==> src/shared/drs_pkg.sv <==
package drs_pkg;

  localparam int          STATUS_BYTES    = 3;
  localparam logic [7:0]  BAD_TRACK_ID    = 8'hFF;
  localparam logic [7:0]  LAST_SECTOR_NUM = 8'hFF;

  localparam int          S0_IC_HI        = 7;
  localparam int          S0_IC_LO        = 6;
  localparam int          S0_SEEK_BIT     = 5;
  localparam int          S0_TRACK_ZERO_SENSE_BIT     = 4;
  localparam int          S0_HEAD_BIT     = 2;
  localparam int          S1_END_BIT      = 7;
  localparam int          S1_CRC_BIT      = 5;
  localparam int          S1_OVR_BIT      = 4;
  localparam int          S1_NODATA_BIT   = 2;
  localparam int          S1_WP_BIT       = 1;
  localparam int          S1_ID_AM_BIT    = 0;
  localparam int          S2_CM_BIT       = 6;
  localparam int          S2_DD_BIT       = 5;
  localparam int          S2_WC_BIT       = 4;
  localparam int          S2_BC_BIT       = 1;
  localparam int          S2_MD_BIT       = 0;

  localparam logic [7:0]  STATUS_RESET    = 8'h00;
  localparam logic [1:0]  INDEX_LIMIT     = 2'h2;

  localparam logic [1:0]  IC_NORMAL       = 2'h0;
  localparam logic [1:0]  IC_ABNORMAL     = 2'h1;
  localparam logic [1:0]  IC_INVALID      = 2'h2;
  localparam logic [1:0]  IC_POLLING      = 2'h3;

  typedef struct packed {
    logic       seek_done;
    logic       recal_done;
    logic       rel_seek_under;
    logic       invalid_cmd;
    logic       polling_stop;
    logic       abnormal;
    logic       sector_past_end;
    logic       rw_no_tc;
    logic       id_crc_err;
    logic       data_crc_err;
    logic       service_late;
    logic       sector_not_found;
    logic       id_unreadable;
    logic       track_seq_err;
    logic       write_cmd;
    logic       read_data_cmd;
    logic       read_deleted_cmd;
    logic       saw_deleted_mark;
    logic       saw_data_mark;
    logic       data_mark_absent;
    logic       id_seen;
    logic [7:0] id_track;
  } drs_event_type;

  typedef enum logic [2:0] {
    ST_IDLE  = 3'b001,
    ST_EXEC  = 3'b010,
    ST_RESLT = 3'b100
  } drs_state_type;

endpackage : drs_pkg

==> src/rtl/drs_pin_sync.sv <==
module drs_pin_sync
  import drs_pkg::*;
(
  input  wire logic ref_clk,
  input  wire logic rstn,
  input  wire logic pin_in,
  output logic      level_out
);
  logic s1_reg;
  logic s2_reg;
  logic s3_reg;

  // Change taken only when stages two and three agree
  always_ff @(posedge ref_clk) begin
    if (!rstn) begin
      s1_reg    <= 1'b0;
      s2_reg    <= 1'b0;
      s3_reg    <= 1'b0;
      level_out <= 1'b0;
    end else begin
      s1_reg <= pin_in;
      s2_reg <= s1_reg;
      s3_reg <= s2_reg;
      if (s2_reg == s3_reg) begin
        level_out <= s3_reg;
      end
    end
  end
endmodule : drs_pin_sync

==> src/rtl/drs_status_encoder.sv <==
// Function
// [RULE_01] Result bytes go out via data register
// [RULE_02] Byte0 bits 7:6 give termination class
// [RULE_03] Byte0 bit5 set on positioning completion
// [RULE_04] Byte0 bit4 set on track-zero fault
// [RULE_05] Byte0 holds head bit2, unit bits1:0
// [RULE_06] Byte1 bit7 set on end of track
// [RULE_07] Byte1 bit5 set on any CRC fault
// [RULE_08] Byte1 bit4 set on overrun or underrun
// [RULE_09] Byte1 bit2 set when sector missing
// [RULE_10] Byte1 bit1 set on write-protect during write
// [RULE_11] Byte1 bit0 set on missing address mark
// [RULE_12] Byte2 bit6 set on deleted mark mismatch
// [RULE_13] Byte2 bit5 set on data-field CRC fault
// [RULE_14] Byte2 bit4 set on track mismatch
// [RULE_15] Byte2 bit1 set on bad track FF
// [RULE_16] Byte2 bit0 set when data mark absent
// [RULE_17] Unused status bits always read zero
// [RULE_18] Host reads only when request and direction set
// [RULE_19] Bytes served in order zero, one, two
module drs_status_encoder
  import drs_pkg::*;
#(
  parameter int NUM_BYTES = STATUS_BYTES
)
(
  input  wire logic          ref_clk,
  input  wire logic          rstn,
  input  wire logic          soft_reset,
  input  wire logic          cmd_start,
  input  wire logic          cmd_end,
  input  wire logic          cmd_has_result,
  input  wire drs_event_type events,
  input  wire logic          track_zero_sense,
  input  wire logic          write_protect_pin,
  input  wire logic          rotation_marker_n,
  input  wire logic          transfer_count_done,
  input  wire logic          head_sel,
  input  wire logic [1:0]    unit_select,
  input  wire logic [7:0]    internal_track,
  input  wire logic          data_rd,
  output logic [7:0]         data_out,
  output logic               host_req_flag,
  output logic               transfer_direction,
  output logic               result_busy,
  output logic               result_done
);

  drs_state_type state_reg;
  logic [7:0]    result_status_zero;
  logic [7:0]    result_status_one;
  logic [7:0]    result_status_two;
  logic [1:0]    byte_idx_reg;
  logic [1:0]    index_cnt_reg;
  logic          track_zero_sense_s;
  logic          wp_s;
  logic          idx_n_s;
  logic          idx_prev_reg;
  logic          tc_seen_reg;
  logic          rst_all;
  logic          ev_track_zero_sense_fault;
  logic          ev_wp_hit;
  logic          ev_id_absent;
  logic          ev_end_track;
  logic          idx_pulse;
  logic          rd_ok;
  logic          last_byte;
  logic [7:0]    byte_sel;
  logic          ev_crc_any;
  logic          ev_no_sector;
  logic          ev_mark_clash;
  logic          ev_track_mis;
  logic          ev_bad_track;
  logic          ev_mark_absent;

  // Pins from the drive are asynchronous to ref_clk
  drs_pin_sync u_sync_track_zero_sense (
    .ref_clk   (ref_clk),
    .rstn      (rstn),
    .pin_in    (track_zero_sense),
    .level_out (track_zero_sense_s)
  );
  drs_pin_sync u_sync_wp (
    .ref_clk   (ref_clk),
    .rstn      (rstn),
    .pin_in    (write_protect_pin),
    .level_out (wp_s)
  );
  drs_pin_sync u_sync_idx (
    .ref_clk   (ref_clk),
    .rstn      (rstn),
    .pin_in    (rotation_marker_n),
    .level_out (idx_n_s)
  );

  assign rst_all   = !rstn || soft_reset;
  assign idx_pulse = idx_prev_reg && !idx_n_s;
  assign last_byte = (byte_idx_reg == 2'(NUM_BYTES - 1));
  assign rd_ok     = (state_reg == ST_RESLT) && data_rd && host_req_flag
                     && transfer_direction; // [RULE_18]

  // Track-zero still low after recalibrate, or outward past zero
  assign ev_track_zero_sense_fault = (events.recal_done && !track_zero_sense_s) || events.rel_seek_under; // [RULE_04]
  assign ev_wp_hit     = events.write_cmd && wp_s; // [RULE_10]
  assign ev_id_absent  = (index_cnt_reg == INDEX_LIMIT) && !events.id_seen; // [RULE_11]
  // A read/write ending without terminal count also counts as past end
  assign ev_end_track  = events.sector_past_end
                         || (cmd_end && events.rw_no_tc && !tc_seen_reg); // [RULE_06]
  // Either CRC error lands in byte one, data-field only in byte two
  assign ev_crc_any     = events.id_crc_err || events.data_crc_err; // [RULE_07]
  assign ev_no_sector   = events.sector_not_found || events.id_unreadable
                          || events.track_seq_err; // [RULE_09]
  assign ev_mark_clash  = (events.read_data_cmd && events.saw_deleted_mark)
                          || (events.read_deleted_cmd && events.saw_data_mark); // [RULE_12]
  // Identifier track only meaningful in the cycle it is seen
  assign ev_track_mis   = events.id_seen && (events.id_track != internal_track); // [RULE_14]
  assign ev_bad_track   = ev_track_mis && (events.id_track == BAD_TRACK_ID); // [RULE_15]
  assign ev_mark_absent = ev_id_absent || events.data_mark_absent; // [RULE_11]

  always_ff @(posedge ref_clk) begin
    if (rst_all) begin
      state_reg <= ST_IDLE;
    end else begin
      case (state_reg)
        ST_IDLE: begin
          if (cmd_start) begin
            state_reg <= ST_EXEC;
          end
        end
        ST_EXEC: begin
          if (cmd_end) begin
            state_reg <= cmd_has_result ? ST_RESLT : ST_IDLE;
          end
        end
        ST_RESLT: begin
          if (rd_ok && last_byte) begin
            state_reg <= ST_IDLE;
          end
        end
        default: begin
          state_reg <= ST_IDLE;
        end
      endcase
    end
  end

  // Index pulses counted per command for the address mark timeout
  // Previous level resets like the synchroniser, so no false edge
  always_ff @(posedge ref_clk) begin
    if (rst_all) begin
      idx_prev_reg  <= 1'b0;
      index_cnt_reg <= 2'h0;
    end else begin
      idx_prev_reg <= idx_n_s;
      if (cmd_start) begin
        index_cnt_reg <= 2'h0;
      end else if (state_reg == ST_EXEC && idx_pulse && index_cnt_reg != INDEX_LIMIT) begin
        index_cnt_reg <= index_cnt_reg + 2'h1; // [RULE_11]
      end
    end
  end

  // Terminal count remembered so end of track is judged at command end
  always_ff @(posedge ref_clk) begin
    if (rst_all) begin
      tc_seen_reg <= 1'b0;
    end else if (cmd_start) begin
      tc_seen_reg <= 1'b0;
    end else if (state_reg == ST_EXEC && transfer_count_done) begin
      tc_seen_reg <= 1'b1; // [RULE_06]
    end
  end

  // Status byte zero; flags accumulate across execution, cleared at start
  always_ff @(posedge ref_clk) begin
    if (rst_all) begin
      result_status_zero <= STATUS_RESET;
    end else if (cmd_start) begin
      result_status_zero <= STATUS_RESET;
    end else if (state_reg == ST_EXEC) begin
      if (events.invalid_cmd) begin
        result_status_zero[S0_IC_HI:S0_IC_LO] <= IC_INVALID; // [RULE_02]
      end else if (events.polling_stop) begin
        result_status_zero[S0_IC_HI:S0_IC_LO] <= IC_POLLING; // [RULE_02]
      end else if (events.abnormal || ev_track_zero_sense_fault) begin
        result_status_zero[S0_IC_HI:S0_IC_LO] <= IC_ABNORMAL; // [RULE_02]
      end
      if (events.seek_done || events.recal_done) begin
        result_status_zero[S0_SEEK_BIT] <= 1'b1; // [RULE_03]
      end
      if (ev_track_zero_sense_fault) begin
        result_status_zero[S0_TRACK_ZERO_SENSE_BIT] <= 1'b1; // [RULE_04]
      end
      // Identity captured live so the final head and unit are reported
      result_status_zero[S0_HEAD_BIT] <= head_sel; // [RULE_05]
      result_status_zero[1:0]         <= unit_select; // [RULE_05]
      result_status_zero[3]           <= 1'b0; // [RULE_17]
    end
  end

  always_ff @(posedge ref_clk) begin
    if (rst_all) begin
      result_status_one <= STATUS_RESET;
    end else if (cmd_start) begin
      result_status_one <= STATUS_RESET;
    end else if (state_reg == ST_EXEC) begin
      // Byte one flags stay set until the next command starts
      if (ev_end_track) begin
        result_status_one[S1_END_BIT] <= 1'b1; // [RULE_06]
      end
      if (ev_crc_any) begin
        result_status_one[S1_CRC_BIT] <= 1'b1; // [RULE_07]
      end
      if (events.service_late) begin
        result_status_one[S1_OVR_BIT] <= 1'b1; // [RULE_08]
      end
      if (ev_no_sector) begin
        result_status_one[S1_NODATA_BIT] <= 1'b1; // [RULE_09]
      end
      if (ev_wp_hit) begin
        result_status_one[S1_WP_BIT] <= 1'b1; // [RULE_10]
      end
      if (ev_mark_absent) begin
        result_status_one[S1_ID_AM_BIT] <= 1'b1; // [RULE_11]
      end
      result_status_one[6] <= 1'b0; // [RULE_17]
      result_status_one[3] <= 1'b0; // [RULE_17]
    end
  end

  always_ff @(posedge ref_clk) begin
    if (rst_all) begin
      result_status_two <= STATUS_RESET;
    end else if (cmd_start) begin
      result_status_two <= STATUS_RESET;
    end else if (state_reg == ST_EXEC) begin
      if (ev_mark_clash) begin
        result_status_two[S2_CM_BIT] <= 1'b1; // [RULE_12]
      end
      if (events.data_crc_err) begin
        result_status_two[S2_DD_BIT] <= 1'b1; // [RULE_13]
      end
      if (ev_track_mis) begin
        result_status_two[S2_WC_BIT] <= 1'b1; // [RULE_14]
      end
      if (ev_bad_track) begin
        result_status_two[S2_BC_BIT] <= 1'b1; // [RULE_15]
      end
      if (events.data_mark_absent) begin
        result_status_two[S2_MD_BIT] <= 1'b1; // [RULE_16]
      end
      result_status_two[7] <= 1'b0; // [RULE_17]
      result_status_two[3] <= 1'b0; // [RULE_17]
      result_status_two[2] <= 1'b0; // [RULE_17]
    end
  end

  // Byte sequencing and host-facing flags
  always_comb begin
    case (byte_idx_reg)
      2'h0:    byte_sel = result_status_zero;
      2'h1:    byte_sel = result_status_one;
      2'h2:    byte_sel = result_status_two;
      default: byte_sel = STATUS_RESET;
    endcase
  end

  always_ff @(posedge ref_clk) begin
    if (rst_all) begin
      byte_idx_reg <= 2'h0;
    end else if (state_reg != ST_RESLT) begin
      byte_idx_reg <= 2'h0;
    end else if (rd_ok && !last_byte) begin
      byte_idx_reg <= byte_idx_reg + 2'h1; // [RULE_19]
    end
  end

  // One cycle of request low after each read lets the next byte settle
  always_ff @(posedge ref_clk) begin
    if (rst_all) begin
      host_req_flag <= 1'b0;
    end else begin
      host_req_flag <= (state_reg == ST_RESLT) && !rd_ok;
    end
  end

  always_ff @(posedge ref_clk) begin
    if (rst_all) begin
      data_out <= STATUS_RESET;
    end else begin
      data_out <= byte_sel; // [RULE_01]
    end
  end

  // Direction drops with the last read so the host sees no stale request
  always_ff @(posedge ref_clk) begin
    if (rst_all) begin
      transfer_direction <= 1'b0;
    end else begin
      transfer_direction <= (state_reg == ST_RESLT) && !(rd_ok && last_byte);
    end
  end

  // Busy lags the state by one cycle; a limitation the host must allow for
  always_ff @(posedge ref_clk) begin
    if (rst_all) begin
      result_busy <= 1'b0;
    end else begin
      result_busy <= (state_reg != ST_IDLE);
    end
  end

  always_ff @(posedge ref_clk) begin
    if (rst_all) begin
      result_done <= 1'b0;
    end else begin
      result_done <= rd_ok && last_byte; // [RULE_19]
    end
  end

endmodule : drs_status_encoder

==> config.mk <==
export PLATFORM = sky130hd
export DESIGN_NAME = drs_status_encoder
export DESIGN_NICKNAME = d
export VERILOG_FILES = /design/src/shared/drs_pkg.sv /design/src/rtl/drs_pin_sync.sv /design/src/rtl/drs_status_encoder.sv
export SDC_FILE = /design/constraint.sdc
export NUM_CORES = 1
export LEC_CHECK = 0
export ABC_AREA = 1
export BUFFER_PORTS_ARGS = -buffer_cell sky130_fd_sc_hd__buf_2
export CAP_MARGIN = 20
export CORE_AREA = 2 2 100 54
export CTS_CLUSTER_DIAMETER = 80
export CTS_CLUSTER_SIZE = 30
export DETAILED_ROUTE_END_ITERATION = 8
export DIE_AREA = 0 0 102 56
export GPL_TIMING_DRIVEN = 0
export PLACE_DENSITY_LB_ADDON = 0.15
export SETUP_SLACK_MARGIN = 0.1
export SYNTH_ARGS = -nofsm -noshare
export SYNTH_HDL_FRONTEND = slang
export SYNTH_SLANG_ARGS = --single-unit
==> constraint.sdc <==
create_clock -name ref_clk -period 1.4 [get_ports ref_clk]
set_input_delay 0 -clock ref_clk [delete_from_list [all_inputs] [get_ports ref_clk]]
set_output_delay 0 -clock ref_clk [all_outputs]
set_load 0.05 [all_outputs]
==> results of run 1 <==
==> cells in the mapped netlist <==
library cell / instances / area share (%)
o21ai_0: 14 / 3.4
nand4_4: 1 / 1.0
o211ai_1: 1 / 0.36
buf_2: 2 / 0.48
ha_1: 5 / 3.0
nor2_2: 1 / 0.30
xnor2_1: 3 / 1.3
nand3_1: 5 / 1.2
conb_1: 1 / 0.18
buf_4: 2 / 0.72
dfxtp_1: 50 / 48
o221ai_1: 3 / 1.3
inv_2: 2 / 0.36
nand4_1: 2 / 0.60
nand2_1: 68 / 12
clkinv_2: 1 / 0.24
nand3_4: 1 / 0.84
nor2_1: 28 / 5.0
inv_1: 56 / 10
a21oi_1: 27 / 6.5
nor3_1: 6 / 1.4
clkbuf_1: 2 / 0.36
or2_0: 1 / 0.30
a22o_1: 1 / 0.42
nor2_4: 1 / 0.54
==> worst max-delay path, delay by kind of cell (launching register included) <==
family / cells / cell delay (ns)
simple gates: 1 / 0.18
compound gates: 2 / 0.23
buf+inv: 2 / 0.36
flops: 1 / 0.43
==> worst max path at each step <==
stage	startpoint	to	slack (ns)	cells past startpoint
2_1_floorplan	byte_idx_reg[0]	state_reg[1]	0.14	8
3_3_place_gp	byte_idx_reg[0]	state_reg[1]	-0.14	8
3_5_place_dp	byte_idx_reg[0]	state_reg[1]	-0.16	8
4_1_cts	byte_idx_reg[0]	state_reg[0]	0.10	7
5_1_grt	state_reg[2]	state_reg[1]	0.01	8
6_report	state_reg[1]	result_status_zero[5]	0.12	5
==> metrics by stage <==
step	setup TNS (ns)	hold slack (ns)	utilization, %	setup slack, ns
2_1_floorplan	0	0.0976	-	0.145
3_3_place_gp	-0.353	0.184	52.0	-0.137
3_5_place_dp	-0.428	0.188	52.0	-0.158
4_1_cts	0	0.000702	58.0	0.100
5_1_grt	0	0.0131	58.5	0.0137
6_report	0	0.0117	58.5	0.124
==> cells in the final DEF (no fill, tap or decap), types with 4 or more instances in the layout <==
master / netlist / routed
inv_1: 56 / 54
clkbuf_8: 0 / 5
nor3_1: 6 / 6
inv_2: 2 / 4
a21oi_1: 27 / 26
nor2_1: 28 / 27
nand3_1: 5 / 5
o21ai_0: 14 / 14
ha_1: 5 / 4
nand2_1: 68 / 68
buf_4: 2 / 5
dlygate4sd3_1: 0 / 16
buf_2: 2 / 63
dfxtp_1: 50 / 47
==> kinds of logic after synthesis <==
logic type / after synthesis / share of synthesized area, %
AOI/OAI and AO/OA: 46 / 11.9
adders and majority gates: 5 / 3.00
DFF: 50 / 48.0
xor gates and xnor gates: 3 / 1.26
other: 1 / 0.180
buffers and inverters: 65 / 12.2
and+or+nand+nor: 114 / 23.5
==> layer usage <==
metal  up-vias  wire length (um)  track usage [%]
met1       824              2500             25.6
met2        58              1800             25.8
met3         8               322             4.90
met5         -                 0                0
met4         0                49             5.33
li1       1035                 -                -
==> final cells by class <==
cell class                 instances  area, um^2
fill                             472        1980
sequential                        50        1000
multi-input combinational        169         852
timing repair buffer              79         480
inverter                          59         224
tap                               70        87.6
clock buffer                       6        72.6
clock inverter                     2        37.5
buffer                             6        36.3
==> where the power goes <==
group	switching, W	leakage, nW	internal, W
sequential	0.00000901	0.406	0.00144
combinational	0.000123	0.862	0.000125
clock	0.000465	0.0514	0.000533
==> timing repair <==
action	4_1_cts	5_1_grt
pin swaps	1	1
resized for setup	5	7
hold buffers	16	0
hold endpoints to repair	20	0
setup endpoints to repair	11	25
buffers inserted	0	2
==> flow_metrics.py, run 1 <==
metrics = {
    "die": {
        "start_util_pct": 43.7,
        "boundaryPins": 63,
        "dieArea_um2": 5710,
        "die_w_um": 102,
        "core-area_um2": 4770,
        "row_count": 18,
        "die_h_um": 56,
    },
    "worst_hold_path": {
        "whs_path_depth": 4,
        "worstHoldStart": "cmd_start",
        "min_to": "state_reg[0]",
        "hold_class": "input port to flop",
    },
    "drt": {
        "ant_nets": 0,
        "wire_per_inst_um": 10.6,
        "drc": 0,
        "dr.pass1.iters": 4,
        "detailedRoute.firstIterationViolations": 68,
        "finalWirelength_um": 4660,
        "avgViaCountPerCell": 4.37,
        "dr_total_vias": 1925,
    },
    "place": {
        "dp_hpwl_um": 3410,
        "gp_congestion": 0.790,
        "portBuffers": 61,
        "place_area_um2": 2480,
        "dp.cells": 415,
    },
    "setup_path": {
        "cp_max_fo": 10,
        "r2r-end": "result_status_zero[5]",
        "max_stage_delay_ns": 0.43,
        "critPathCaptureType": "flop",
        "crit_path_top_delay_cell": "dfxtp_1",
        "criticalPathCategory": "flop to flop",
        "worstReg2RegStart": "state_reg[1]",
        "reg2reg_depth": 5,
        "cp_data_required_time_ns": 1.64,
        "crit_chain": "nand3_4 > inv_4 > buf_4 > o21ai_0 > a21oi_1",
        "worstSetupStartpointType": "flop",
        "reg2reg_setup_slack_ns": 0.12,
        "critPathArrivalTime_ns": 1.51,
    },
    "pwr": {
        "power_w": 0.00269,
        "power.leakage_nw": 1.32,
        "power_density_nw_per_um2": 963,
        "ir_worst_vdd_uv": 520,
    },
    "grt": {
        "grt_max_degree": 16,
        "grt_pass1_wl_um": 7870,
        "antenna_found_initial": 0,
        "grt_overflow": 0,
        "grt_use_total_pct": 17.8,
        "grt_pass1_vias": 1794,
    },
    "status": {
        "outcome": "finished, final reports clean",
    },
    "synth": {
        "synthDistinctLibCells": 25,
        "synth_cells": 284,
        "synth.avg_cell_area_um2": 7.35,
        "yosysSeqAreaShare_pct": 48.0,
        "yosys_warnings": 0,
        "ys_seq_elements": 50,
        "syn_nets": 340,
        "syn_area_um2": 2090,
    },
    "clocking": {
        "root_buffer": "clkbuf_8",
        "cts_tree": "built",
        "clk_pin_slew_ns": 0.09,
        "clock-sinks": 50,
        "numCtsBuffers": 5,
        "clock_latency_ns": 0.30,
        "cts.path.max_buffers": 2,
        "cts-htree-levels": 2,
    },
    "timing": {
        "fmax_mhz": 784,
        "fin_crit_ns": 1.28,
        "period_share_pct": 91.2,
        "finalHoldViolCount": 0,
        "setup_viol": 0,
        "rsz0062_at_grt": "true",
        "slew_viol_final": 0,
        "skew_ns": 0.00543,
    },
    "cells_and_area": {
        "fin_cells": 441,
        "fin_nets": 426,
        "antennaDiodeCount": 0,
        "areaGrowthSynthToFinish_pct": 33.9,
        "largestRegisters": "data_out (7), result_status_zero (7), result_status_one (6)",
        "layout-drive-gt1-share_pct": 24.3,
        "finalInstanceArea_um2": 2800,
    },
    "job": {
        "maxCapViolations": 0,
    },
}
Note: power is estimated with default switching activity, not from simulation.
==> run 2, diff against run 1 <==
--- a/config.mk
+++ b/config.mk
@@ -8,13 +8,14 @@
 export ABC_AREA = 1
 export BUFFER_PORTS_ARGS = -buffer_cell sky130_fd_sc_hd__buf_2
 export CAP_MARGIN = 20
-export CORE_AREA = 2 2 100 54
+export CORE_AREA = 2 2 95 51
 export CTS_CLUSTER_DIAMETER = 80
 export CTS_CLUSTER_SIZE = 30
 export DETAILED_ROUTE_END_ITERATION = 8
-export DIE_AREA = 0 0 102 56
+export DIE_AREA = 0 0 97 53
 export GPL_TIMING_DRIVEN = 0
 export PLACE_DENSITY_LB_ADDON = 0.15
+export RECOVER_POWER = 100
 export SETUP_SLACK_MARGIN = 0.1
 export SYNTH_ARGS = -nofsm -noshare
 export SYNTH_HDL_FRONTEND = slang
==> run 2 against run 1 <==
- setup slack better by 0.0066 ns
- via count is 3.0% higher
- non-clock buffer count is 6 higher
- largest power group unchanged
==> flow_metrics.py, run 2 (synthesis gave the netlist of run 1 again) <==
metrics = {
    "grt": {
        "grt_pass1_wl_um": 7890,
        "grt_use_total_pct": 19.8,
        "antenna_found_initial": 0,
        "grt_pass1_vias": 1802,
        "grt_max_degree": 15,
        "grt_overflow": 0,
    },
    "die": {
        "row_count": 17,
        "die_h_um": 53,
        "die_w_um": 97,
        "core-area_um2": 4280,
        "dieArea_um2": 5140,
        "boundaryPins": 63,
        "start_util_pct": 48.8,
    },
    "timing": {
        "fmax_mhz": 788,
        "fin_crit_ns": 1.27,
        "rsz0062_at_grt": "true",
        "worstMarginPinSlew_ns": 0.601,
        "period_share_pct": 90.7,
        "slew_headroom_pct": 60.1,
        "slew_viol_final": 0,
        "setup_viol": 0,
        "skew_ns": 0.00325,
        "finalHoldViolCount": 0,
    },
    "clocking": {
        "numCtsBuffers": 5,
        "root_buffer": "clkbuf_8",
        "cts_tree": "built",
        "clk_pin_slew_ns": 0.08,
        "clock_latency_ns": 0.31,
        "cts.path.max_buffers": 2,
        "cts-htree-levels": 2,
        "clock-sinks": 50,
    },
    "cells_and_area": {
        "largestRegisters": "data_out (7), result_status_zero (7), result_status_one (6)",
        "finalInstanceArea_um2": 2790,
        "layout_common_cells": "68 x nand2_1, 56 x inv_1, 50 x buf_2",
        "fin_nets": 432,
        "antennaDiodeCount": 0,
        "fin_cells": 434,
        "final_common_cell": "nand2_1",
        "final_util_pct": 65.3,
        "layout-drive-gt1-share_pct": 21.0,
        "areaGrowthSynthToFinish_pct": 33.8,
    },
    "pwr": {
        "pwr-share-comb_pct": 10.1,
        "power.leakage_nw": 1.29,
        "power_density_nw_per_um2": 921,
        "seq_power_share_pct": 56.3,
        "switching_share_pct": 23.4,
        "clockPowerShare_pct": 33.7,
        "power.internal_w": 0.00197,
        "ir_worst_vdd_uv": 565,
        "power_w": 0.00257,
        "switching_power_w": 0.000603,
    },
    "setup_path": {
        "cp_data_required_time_ns": 1.65,
        "reg2reg_depth": 8,
        "r2r-end": "state_reg[1]",
        "worstSetupStartpointType": "flop",
        "cp_max_fo": 8,
        "reg2reg_setup_slack_ns": 0.13,
        "critPathCaptureType": "flop",
        "critPathArrivalTime_ns": 1.52,
        "worstReg2RegStart": "byte_idx_reg[0]",
        "criticalPathCategory": "flop to flop",
    },
    "drt": {
        "drc": 0,
        "wire_per_inst_um": 10.9,
        "avgViaCountPerCell": 4.57,
        "dr.pass1.iters": 4,
        "ant_nets": 0,
        "dr_total_vias": 1982,
        "detailedRoute.firstIterationViolations": 90,
        "finalWirelength_um": 4730,
    },
    "status": {
        "outcome": "finished, final reports clean",
    },
    "worst_hold_path": {
        "hold_class": "input port to flop",
        "whs_path_depth": 5,
        "min_to": "result_status_one[2]",
        "worstHoldStart": "events[15]",
    },
    "job": {
        "maxCapViolations": 0,
    },
    "place": {
        "place_area_um2": 2470,
        "portBuffers": 61,
        "dp_hpwl_um": 3360,
        "dp.cells": 402,
        "gp_congestion": 0.766,
    },
}
[run 2: layout make-up]
class / instances / area (um^2)
inverters: 59 / 224
clock inverters: 1 / 5.00
fillers: 394 / 1480
flip-flops and latches: 50 / 1010
well taps: 57 / 71.3
plain buffers: 6 / 40.0
clock buffers: 7 / 86.3
repair buffers: 85 / 518
multi-input cells: 169 / 840
[run 2: timing repair]
| item | 4_1_cts | 5_1_grt |
|---|---|---|
| gates cloned | 0 | 0 |
| pin swaps | 1 | 2 |
| hold buffers | 20 | 0 |
| gates resized for setup | 6 | 14 |
| buffers inserted | 0 | 4 |
| endpoints found under the hold margin | 22 | 0 |
| endpoints found under the setup margin | 10 | 27 |
[run 2: routing by layer]
metal	track usage [%]	up-vias	routed length, um
met5	0	-	0
met2	31.8	47	1970
met1	26.0	881	2390
li1	-	1047	-
met4	7.75	0	77
met3	4.89	7	290
[run 2: metrics by stage]
step	setup slack (ns)	hold WS (ns)	TNS [ns]
finish	0.130	0.0343	0
global route	0.0289	0.0638	0
CTS	0.118	0.0338	0
detailed placement	-0.160	0.188	-0.407
global placement	-0.0952	0.181	-0.175
floorplan	0.145	0.0976	0
[run 2: worst max path at each step]
stage	startpoint	to	slack (ns)	depth (start not counted)
3_3_place_gp	byte_idx_reg[0]	state_reg[1]	-0.1	8
4_1_cts	byte_idx_reg[0]	state_reg[0]	0.12	7
3_5_place_dp	byte_idx_reg[0]	state_reg[1]	-0.16	8
5_1_grt	byte_idx_reg[0]	state_reg[1]	0.03	8
2_1_floorplan	byte_idx_reg[0]	state_reg[1]	0.14	8
6_report	byte_idx_reg[0]	state_reg[1]	0.13	8
[run 2: power by group through the flow]
stage	registers (W)	logic, W	clock network, W
floorplan	0.00148	0.000100	0
global placement	0.00148	0.000204	0
detailed placement	0.00148	0.000208	0
CTS	0.00145	0.000253	0.000882
global route	0.00145	0.000292	0.000930
finish	0.00145	0.000259	0.000866
[run 2: worst max-delay path: stages, from the launching register on]
cell     delay [ns]
dfxtp_4        0.36
inv_1          0.07
ha_1           0.21
buf_6          0.14
a21oi_4        0.17
nor2_2         0.07
nand2_1        0.07
nand2_1        0.05
nor2_1         0.07
